## config.mk

```make
export PLATFORM = sky130hd
export DESIGN_NAME = sdwpm_top
export DESIGN_NICKNAME = d
export VERILOG_FILES = /design/src/hdl/sdwpm_pkg.sv /design/src/hdl/sdwpm_sync.sv /design/src/hdl/sdwpm_top.sv
export VERILOG_INCLUDE_DIRS = /design/src /design/src/hdl
export SDC_FILE = /design/constraint.sdc
export NUM_CORES = 1
export LEC_CHECK = 0
export ABC_AREA = 0
export BUFFER_PORTS_ARGS = -buffer_cell sky130_fd_sc_hd__buf_2
export CORE_ASPECT_RATIO = 1.75
export CORE_MARGIN = 4
export CORE_UTILIZATION = 30
export CTS_BUF_LIST = sky130_fd_sc_hd__clkbuf_16
export CTS_CLUSTER_DIAMETER = 200
export DETAILED_ROUTE_END_ITERATION = 10
export PLACE_DENSITY_LB_ADDON = 0.05
export SLEW_MARGIN = 20
export SYNTH_ARGS = -nofsm -noshare
export SYNTH_HDL_FRONTEND = slang
export SYNTH_SLANG_ARGS = --single-unit
```

## constraint.sdc

```tcl
create_clock -name mclk_in -period 2.4 [get_ports mclk_in]
set_input_delay 0.24 -clock mclk_in [delete_from_list [all_inputs] [get_ports mclk_in]]
set_output_delay 0.24 -clock mclk_in [all_outputs]
set_load 0.02 [all_outputs]
```

## src/hdl/sdwpm_consts.svh

```systemverilog
// Constants for the serial converter write and power mode block.
// Assumes inclusion by bare name from the package and modules.
`ifndef SDWPM_CONSTS_SVH
`define SDWPM_CONSTS_SVH

// -----------------------------------------------------------------
// Word layout
// -----------------------------------------------------------------
`define SDWPM_WORD_BITS      16
`define SDWPM_CODE_BITS      12
`define SDWPM_MODE_HI_POS    13
`define SDWPM_MODE_LO_POS    12
`define SDWPM_CODE_MSB_POS   11
`define SDWPM_CODE_RESET     12'h000
`define SDWPM_MODE_RESET     2'h0

// -----------------------------------------------------------------
// Timing
// -----------------------------------------------------------------
`define SDWPM_CLK_PERIOD_NS  50
`define SDWPM_WAKE_5V_NS     2500
`define SDWPM_WAKE_3V_NS     5000
`define SDWPM_WAKE_5V_CYC    (`SDWPM_WAKE_5V_NS / `SDWPM_CLK_PERIOD_NS)
`define SDWPM_WAKE_3V_CYC    (`SDWPM_WAKE_3V_NS / `SDWPM_CLK_PERIOD_NS)

`endif

```

## src/hdl/sdwpm_pkg.sv

```systemverilog
// Types for the serial converter write and power mode block.
// Assumes the constants header is on the include path.
`include "sdwpm_consts.svh"
package sdwpm_pkg;

   // -----------------------------------------------------------------
   // Power modes
   // -----------------------------------------------------------------
   typedef enum logic [1:0] {
      SDWPM_MODE_NORMAL = 2'b00,
      SDWPM_MODE_PD_1K  = 2'b01,
      SDWPM_MODE_PD_100K = 2'b10,
      SDWPM_MODE_PD_HIZ = 2'b11
   } sdwpm_mode_t;

   // -----------------------------------------------------------------
   // Frame state
   // -----------------------------------------------------------------
   typedef enum logic [1:0] {
      SDWPM_ST_IDLE  = 2'b00,
      SDWPM_ST_SHIFT = 2'b01,
      SDWPM_ST_DONE  = 2'b10
   } sdwpm_state_t;

   // -----------------------------------------------------------------
   // Output stage controls
   // -----------------------------------------------------------------
   typedef struct packed {
      logic amp_connect;
      logic term_1k;
      logic term_100k;
      logic output_valid;
   } sdwpm_outstage_t;

endpackage

```

## src/hdl/sdwpm_sync.sv

```systemverilog
// Two-flop synchroniser bank for the three host pins.
// Assumes inputs are asynchronous to clk_in.
`timescale 1ns/1ps
module sdwpm_sync #(
   parameter int WIDTH = 3
) (
   // Clock and reset
   input  wire logic             clk_in,
   input  wire logic             resetn_in,
   // Data
   input  wire logic [WIDTH-1:0] async_in,
   input  wire logic [WIDTH-1:0] reset_val_in,
   output logic      [WIDTH-1:0] sync_out
);

   logic [WIDTH-1:0] meta_ff;
   logic [WIDTH-1:0] sync_ff;
   logic [WIDTH-1:0] nxt_meta;
   logic [WIDTH-1:0] nxt_sync;

   // Refused at elaboration: an empty bank makes no sense.
   if (WIDTH < 1) begin
      $error("sdwpm_sync: WIDTH must be positive.");
   end

   // The first stage feeds only the second stage.
   // Pins are stored relative to their idle level, so a cleared flop means idle.
   always_comb begin
      nxt_meta = async_in ^ reset_val_in;
      nxt_sync = meta_ff;
   end

   // Resets to zero, which the output mask turns back into the idle pin levels.
   always_ff @(posedge clk_in or negedge resetn_in) begin
      if (!resetn_in) begin
         meta_ff <= '0;
         sync_ff <= '0;
      end else begin
         meta_ff <= nxt_meta;
         sync_ff <= nxt_sync;
      end
   end

   // The mask restores true pin polarity; after reset each bit shows its idle level.
   assign sync_out = sync_ff ^ reset_val_in;

endmodule

```

## src/hdl/sdwpm_top.sv

```systemverilog
// Serial write and power mode control for a 12-bit voltage-output converter.
// Assumes the host drives frame select, shift clock and data asynchronously
// to mclk_in, and that the shift clock is far slower than mclk_in.
//
// Overview of operation
// - A falling edge on frame select starts a new word.
// - While frame select is low, data is sampled on each shift clock fall up to the 16th into a 16-bit register; later falls are ignored.
// - On the 16th falling edge the word executes, loading the code and the power mode.
// - The two leading bits are ignored, two select the mode and the last twelve are the code.
// - Mode 00 is normal, 01 is 1 kilohm to ground, 10 is 100 kilohm, 11 is high impedance.
// - Frame select rising before the 16th edge clears the shift register and discards the word.
// - After reset the code is all zeros until the first complete word.
// - A power-down word still loads its last twelve bits as the code; the code then holds until the next complete word.
// - In power-down the amplifier is disconnected and the matching termination is chosen.
// - Leaving power-down, the output becomes valid after a wake-up interval.
// - The code is straight binary, from 0 to 4095.
`timescale 1ns/1ps
`include "sdwpm_consts.svh"
module sdwpm_top
   import sdwpm_pkg::*;
#(
   parameter int WORD_BITS = `SDWPM_WORD_BITS,
   parameter int WAKE_CYC  = `SDWPM_WAKE_5V_CYC
) (
   // Clock and reset
   input  wire logic                          mclk_in,
   input  wire logic                          resetn_in,
   // Host serial pins
   input  wire logic                          frame_sel_n_in,
   input  wire logic                          shift_clk_in,
   input  wire logic                          serial_data_in,
   // Converter controls
   output logic      [`SDWPM_CODE_BITS-1:0]   code_out,
   output sdwpm_mode_t                        power_mode_out,
   output sdwpm_outstage_t                    outstage_out,
   output logic                               word_done_out
);

   // -----------------------------------------------------------------
   // Parameter checks
   // -----------------------------------------------------------------
   // Refused at elaboration: the frame logic serves a 16-bit word only.
   if (WORD_BITS != `SDWPM_WORD_BITS) begin
      $error("sdwpm_top: WORD_BITS must be 16.");
   end
   if (WAKE_CYC < 1) begin
      $error("sdwpm_top: WAKE_CYC must be at least one.");
   end

   // -----------------------------------------------------------------
   // Pin synchronisation
   // -----------------------------------------------------------------
   logic [2:0] pins_sync;
   logic       fsel_n;
   logic       sclk;
   logic       sdata;

   sdwpm_sync #(
      .WIDTH (3)
   ) sdwpm_sync_inst (
      .clk_in       (mclk_in),
      .resetn_in    (resetn_in),
      .async_in     ({frame_sel_n_in, shift_clk_in, serial_data_in}),
      .reset_val_in (3'b100),
      .sync_out     (pins_sync)
   );

   assign fsel_n = pins_sync[2];
   assign sclk   = pins_sync[1];
   assign sdata  = pins_sync[0];

   // -----------------------------------------------------------------
   // Edge detection
   // -----------------------------------------------------------------
   logic fsel_prev_ff;
   logic sclk_prev_ff;
   logic nxt_fsel_prev;
   logic nxt_sclk_prev;
   logic fsel_fall;
   logic fsel_rise;
   logic sclk_fall;

   // Previous levels start at the idle pin levels, so reset brings no false edge;
   // a frame select held low through reset still reads as a fall once synchronised.
   always_comb begin
      nxt_fsel_prev = fsel_n;
      nxt_sclk_prev = sclk;
   end

   always_ff @(posedge mclk_in or negedge resetn_in) begin
      if (!resetn_in) begin
         fsel_prev_ff <= 1'b1;
         sclk_prev_ff <= 1'b0;
      end else begin
         fsel_prev_ff <= nxt_fsel_prev;
         sclk_prev_ff <= nxt_sclk_prev;
      end
   end

   assign fsel_fall = fsel_prev_ff & ~fsel_n;
   assign fsel_rise = ~fsel_prev_ff & fsel_n;
   assign sclk_fall = sclk_prev_ff & ~sclk;

   // -----------------------------------------------------------------
   // Frame state machine and shift register
   // -----------------------------------------------------------------
   localparam int CNT_W = $clog2(`SDWPM_WORD_BITS + 1);

   sdwpm_state_t                   state_ff;
   sdwpm_state_t                   nxt_state;
   logic [`SDWPM_WORD_BITS-1:0]    shift_ff;
   logic [`SDWPM_WORD_BITS-1:0]    nxt_shift;
   logic [CNT_W-1:0]               count_ff;
   logic [CNT_W-1:0]               nxt_count;
   logic [`SDWPM_CODE_BITS-1:0]    code_ff;
   logic [`SDWPM_CODE_BITS-1:0]    nxt_code;
   sdwpm_mode_t                    mode_ff;
   sdwpm_mode_t                    nxt_mode;
   logic                           done_ff;
   logic                           nxt_done;
   logic [`SDWPM_WORD_BITS-1:0]    word_full;

   assign word_full = {shift_ff[`SDWPM_WORD_BITS-2:0], sdata};

   always_comb begin
      nxt_state = state_ff;
      nxt_shift = shift_ff;
      nxt_count = count_ff;
      nxt_code  = code_ff;
      nxt_mode  = mode_ff;
      nxt_done  = 1'b0;
      case (state_ff)
         SDWPM_ST_IDLE: begin
            if (fsel_fall) begin
               nxt_state = SDWPM_ST_SHIFT;
               nxt_shift = '0;
               nxt_count = '0;
            end
         end
         SDWPM_ST_SHIFT: begin
            if (fsel_n) begin
               nxt_state = SDWPM_ST_IDLE;
               nxt_shift = '0;
               nxt_count = '0;
            end else if (sclk_fall) begin
               nxt_shift = word_full;
               nxt_count = count_ff + CNT_W'(1);
               if (count_ff == CNT_W'(`SDWPM_WORD_BITS - 1)) begin
                  nxt_code  = word_full[`SDWPM_CODE_MSB_POS:0];
                  nxt_mode  = sdwpm_mode_t'(word_full[`SDWPM_MODE_HI_POS:`SDWPM_MODE_LO_POS]);
                  nxt_done  = 1'b1;
                  nxt_state = SDWPM_ST_DONE;
               end
            end
         end
         SDWPM_ST_DONE: begin
            if (fsel_rise) begin
               nxt_state = SDWPM_ST_IDLE;
               nxt_count = '0;
            end
         end
         default: begin
            nxt_state = SDWPM_ST_IDLE;
         end
      endcase
   end

   always_ff @(posedge mclk_in or negedge resetn_in) begin
      if (!resetn_in) begin
         state_ff <= SDWPM_ST_IDLE;
         shift_ff <= '0;
         count_ff <= '0;
         code_ff  <= `SDWPM_CODE_RESET;
         mode_ff  <= sdwpm_mode_t'(`SDWPM_MODE_RESET);
         done_ff  <= 1'b0;
      end else begin
         state_ff <= nxt_state;
         shift_ff <= nxt_shift;
         count_ff <= nxt_count;
         code_ff  <= nxt_code;
         mode_ff  <= nxt_mode;
         done_ff  <= nxt_done;
      end
   end

   // -----------------------------------------------------------------
   // Output stage and wake-up timer
   // -----------------------------------------------------------------
   localparam int WAKE_W = $clog2(WAKE_CYC + 1);

   logic [WAKE_W-1:0] wake_ff;
   logic [WAKE_W-1:0] nxt_wake;
   sdwpm_outstage_t   stage_ff;
   sdwpm_outstage_t   nxt_stage;

   // The timer restarts whenever a power-down mode is held, so leaving it
   // always costs the full interval; a typical figure, not a worst case.
   always_comb begin
      nxt_wake  = wake_ff;
      nxt_stage = '0;
      if (mode_ff != SDWPM_MODE_NORMAL) begin
         nxt_wake = WAKE_W'(WAKE_CYC);
      end else if (wake_ff != '0) begin
         nxt_wake = wake_ff - WAKE_W'(1);
      end
      case (mode_ff)
         SDWPM_MODE_NORMAL: nxt_stage.amp_connect = 1'b1;
         SDWPM_MODE_PD_1K:  nxt_stage.term_1k     = 1'b1;
         SDWPM_MODE_PD_100K: nxt_stage.term_100k  = 1'b1;
         default:           nxt_stage             = '0;
      endcase
      nxt_stage.output_valid = (mode_ff == SDWPM_MODE_NORMAL) && (nxt_wake == '0);
   end

   always_ff @(posedge mclk_in or negedge resetn_in) begin
      if (!resetn_in) begin
         wake_ff  <= '0;
         stage_ff <= '0;
      end else begin
         wake_ff  <= nxt_wake;
         stage_ff <= nxt_stage;
      end
   end

   assign code_out       = code_ff;
   assign power_mode_out = mode_ff;
   assign outstage_out   = stage_ff;
   assign word_done_out  = done_ff;

endmodule

```

Word-level counts from Yosys, hierarchy flattened:

Index checks and enable logic that the tools add are counted.

* register bits: 53
* bits of input ports: 5
* output and inout port bits: 19
* word-level logic and storage cells: 69

* add/subtract/negate cells: 2
* equal/unequal tests: 9
* mux-type cells: 24
* bitwise operators: 7
* reductions and logical operators: 12

Operators by type and width (number)
* 13-bit 2-to-1 mux: 3
* 13-bit case mux with 2 select lines: 1
* 5-bit 2-to-1 mux: 4
* 5-bit case mux with 3 select lines: 1
* 6-bit 2-to-1 mux: 2
* 4-bit AND reduction: 3
* 2-bit 2-to-1 mux: 5
* 1-bit 2-to-1 mux: 7
* 6-bit logical NOT: 1
* 3-bit inequality test (second input constant): 2
* 2-bit case mux with 3 select lines: 1
* 6-bit nonzero test: 1
* 6-bit by 1-bit subtractor with 6-bit output (second input constant): 1
* 5-bit by 1-bit adder with 5-bit output (second input constant): 1
* 5-bit by 4-bit equality test with 1-bit output (second input constant): 1
* 2-bit by 1-bit equality test with 1-bit output (second input constant): 2
* 2-bit equality test (second input constant): 2
* 2-bit logical NOT: 2
* 2-bit inequality test (second input constant): 2
* 1-bit inverter: 4
* 2-bit nonzero test: 2
* 1-bit AND: 3
* 3-bit AND reduction: 1
* 3-bit nonzero test: 1
* 1-bit logical AND: 1

Logic depth before layout (Yosys ltp):

* depth after elaboration: 5
* gate-level depth with buffers: 7
* gate-level depth less buffers: 6

Hierarchy:

A second synthesis with hierarchy kept.

* cells, all modules: 199
* area, all modules: 2319.7 µm²

By module, submodules not included
* sdwpm_top: instances 1, cells each 187, area each 2117.0 µm², sequential area each 1177.4 µm²
* sdwpm_sync: instances 1, cells each 12, area each 202.7 µm², sequential area each 150.1 µm²

Worst setup path before layout:

Ideal clock, no wire load.

* path kind: register -> register
* from: register count_ff[0]
* to: register code_ff[10], in the netlist code_out[10]
* library setup time: 125 ps
* arrival: 1645 ps
* data required time: 2275 ps
* slack: 630 ps
* cell stages (with the launch flop): 8
* path buffers: 2
* clock period less this slack: 1770 ps
* cell sequence: dfrtp_1 > ha_1 > and3_1 > ha_1 > and3_1 > buf_6 > buf_8 > mux2_4

* longest elaborated chain between the ends: 2

RTL lines
* start: declaration: RTL line sdwpm_top.sv:113 `logic [CNT_W-1:0] count_ff;`
* start signal: assignment: RTL line sdwpm_top.sv:179 `count_ff <= nxt_count;`
* 5-bit by 4-bit equality test with 1-bit output: RTL line sdwpm_top.sv:148 `` if (count_ff == CNT_W'(`SDWPM_WORD_BITS - 1)) begin ``
* 4-bit AND reduction (no source line)
* end signal: assignment: RTL line sdwpm_top.sv:173 `` code_ff <= `SDWPM_CODE_RESET; ``
* end signal: assignment: RTL line sdwpm_top.sv:180 `code_ff <= nxt_code;`
* end: declaration: RTL line sdwpm_top.sv:115 `` logic [`SDWPM_CODE_BITS-1:0] code_ff; ``

No other way between the ends.
A chain may end at the register's enable or synchronous reset.

Worst setup path after layout:

* from: register count_ff[0]
* to: register code_ff[0], in the netlist code_out[0]

The elaborated chain is that of the path after synthesis.

==> impl_metrics.csv <==
group,metric,value,unit
status,outcome,"finished clean",
global_routing,antenna_found_initial,0,
die,start_util,0.3088,
clock_network,cts.sinks,53,
die,dieArea,9003,µm²
clock_network,cts_tree,"yes",
drt,drc_errors,0,
synth,synth_area,2250,µm²
critical_path,critPathCaptureType,"flop",
synth,synth_cells,184,
finish,areaGrowthSynthToFinish,16.96,%
synth,synth_cell_types,35,
timing,max_freq,518.8,MHz
timing,final_max_slew_viol_count,0,
finish,fin_nets,222,
flow_run,max_cap_violations,0,
place,gp_congestion,0.7905,
synth,ys_top_cells_by_area,"dfrtp_1, mux2i_1, mux2_4",
power_and_ir_drop,p_leak,1.288,nW
synth,synth_edf_count,0,
timing,setup-violations-final,0,
clock_network,htreeDepth,2,
place,io_buffers,23,
clock_network,cts.clk_slew.worst_paths,0.06,ns
critical_path,critPathKind,"flop to flop",
synth,synth-seq-cells,53,
timing,rsz0062_at_grt,"no",
global_routing,grt-ovfl-total,0,
timing,fin_setup_tns,0,ns
clock_network,insertion_delay,0.29,ns
timing,fin_crit,1.927,ns
global_routing,grt_first_pass_wirelength,7458,µm
synth,synth_area_leader_cell,"dfrtp_1",
timing,min_period_over_period,0.8031,
drt,dr.pass1.iters,4,
clock_network,cts_buffers,5,
die,die_x,73.46,µm
global_routing,track_usage,0.1103,
global_routing,grt_max_degree,26,
die,ios,24,
timing,hold_slack,0.05565,ns
critical_path,crit_required,2.57,ns
timing,relSlewSlack,0.5519,
synth,synthTopCellsByCount,"dfrtp_1, nand2_1, inv_1",
timing,fin_skew,0.007343,ns
place,dp_hpwl,3093,µm
die,die_h,122.6,µm
min_path,hp-class,"input port to flop",
die,core,7284,µm²
finish,stdcell_area,2631,µm²
critical_path,crit_fanout,16,
synth,synthesis.nets,193,
drt,postRouteAntennaNets,0,
finish,drive_above_1_share,0.2535,
synth,synth_top_flop_cell,"dfrtp_1",
timing,hold_viol_final,0,
power_and_ir_drop,peakVddDrop,332.3,µV
clock_network,root_buffer,"clkbuf_16",
global_routing,grt_pass1_vias,1531,
synth,yosysMostFrequentCell,"dfrtp_1",
drt,wire_per_inst,14.71,µm
drt,viasPerCell,4.793,
synth,yosysSeqAreaShare,0.5901,
synth,synthArstFlopShare,1.000,
finish,diodes,0,
timing,worst_pin_slew,0.6667,ns
critical_path,arrival,2.10,ns
drt,wl,4398,µm
drt,first_iter_violations,27,
clock_network,postCtsSetupBuffers,0,
clock_network,cts.path.max_buffers,2,
place,dpl_cell_area,2460,µm²
critical_path,startpoint_type,"flop",
synth,yosys.area.top_type_share,0.5784,
die,placementRows,41,
power_and_ir_drop,p_per_area,676.2,nW/µm²
drt,vias,1433,
synth,yosysWarnings,0,
synth,avgSynthCellArea,12.23,µm²
## critical path: stages, from the launching register on
cell and delay [ns]:
dfrtp_1 0.39, ha_1 0.20, and3_1 0.17, ha_1 0.16, and3_2 0.50, mux2_2 0.39
## kinds of logic (layout without fill, tap and decap cells)
kind of cell | after synthesis | count (layout) | share of synthesized area
xor+xnor | 3 | 3 | 0.01168
simple gates | 57 | 57 | 0.1418
buf+inv | 26 | 55 | 0.05394
flops | 53 | 53 | 0.5901
mux | 27 | 27 | 0.1413
compound gates | 14 | 14 | 0.03893
fa+ha+maj | 4 | 4 | 0.02225
## path summary, 6_finish.rpt
kind                       cells past startpoint                                  from  slack [ns]                                   end
max reg2reg                                    5               count_ff[0]$_DFFE_PN0P_        0.47               code_out[0]$_DFFE_PN0P_
min in group asynchronous                      2                             resetn_in        0.47               code_out[8]$_DFFE_PN0P_
min reg2reg                                    0  sdwpm_sync_inst.meta_ff[2]$_DFF_PN0_        0.35  sdwpm_sync_inst.sync_ff[2]$_DFF_PN0_
max in group asynchronous                      3                             resetn_in        1.24                fsel_prev_ff$_DFF_PN1_
min                                            1                        serial_data_in        0.06  sdwpm_sync_inst.meta_ff[0]$_DFF_PN0_
max                                            5               count_ff[0]$_DFFE_PN0P_        0.47               code_out[0]$_DFFE_PN0P_
## flip-flops by register name, summed over array words and instances, names as in the netlist, 2 cells and up
name,flops
power_mode_out,2
state_ff,2
outstage_out,4
code_out,12
shift_ff,13
sdwpm_sync_inst.meta_ff,3
sdwpm_sync_inst.sync_ff,3
wake_ff,6
count_ff,5
## cell usage in the layout, fill, tap and decap left out, types with 2 or more instances in the layout
| cell | instances |
|---|---|
| a21oi_1 | 2 |
| buf_2 | 23 |
| buf_4 | 5 |
| clkbuf_16 | 5 |
| dfrtp_1 | 52 |
| ha_1 | 4 |
| inv_1 | 18 |
| mux2_2 | 6 |
| mux2_4 | 8 |
| mux2i_1 | 13 |
| nand2_1 | 21 |
| nand2b_1 | 2 |
| nand3_1 | 6 |
| nand3b_1 | 4 |
| nor2_1 | 3 |
| nor2b_1 | 5 |
| nor3_1 | 5 |
| nor4_1 | 2 |
| nor4bb_1 | 2 |
| o21ai_0 | 6 |
| o31ai_1 | 3 |
| xnor2_1 | 3 |
## routing by layer
metal  vias up  routed length (µm)  track usage
met5         -                   0            0
met4         0                 145      0.06009
met3         9                 168      0.03361
met2        19                2448       0.1967
met1       729                1635       0.1105
li1        676                   -            -
## per-stage QoR
| step | total power [mW] | worst slack (ns) | util | cells |
|---|---|---|---|---|
| after floorplan | 0.9694 | 0.6304 | - | 184 |
| after detailed placement | 1.008 | 0.1466 | 0.3377 | 291 |
| after global placement | 1.006 | 0.2291 | 0.3377 | 291 |
| final | 1.779 | 0.4725 | 0.3612 | 299 |
| after global routing | 1.869 | 0.3285 | 0.3612 | 299 |
| after CTS | 1.825 | 0.1384 | 0.3610 | 299 |
## final cells by class
| cell class | instances | area [µm²] |
|---|---|---|
| clock inverter | 2 | 35.03 |
| fill | 756 | 4653 |
| multi-input combinational | 105 | 802.0 |
| tap | 86 | 107.6 |
| sequential | 53 | 1328 |
| clock buffer | 5 | 125.1 |
| inverter | 19 | 71.32 |
| timing repair buffer | 29 | 162.7 |
## power breakdown
group / switching [mW] / internal [mW] / total, mW
registers: 0.0105 / 0.905 / 0.916
clock network: 0.306 / 0.484 / 0.790
logic: 0.0463 / 0.0275 / 0.0738
total: 0.362 / 1.42 / 1.78
## repair_timing
item	in CTS	in global routing
hold buffers	1	0
setup endpoints to repair	0	4
endpoints found under the hold margin	23	0
resized for setup	0	1
(Power assumes the default switching activity.)
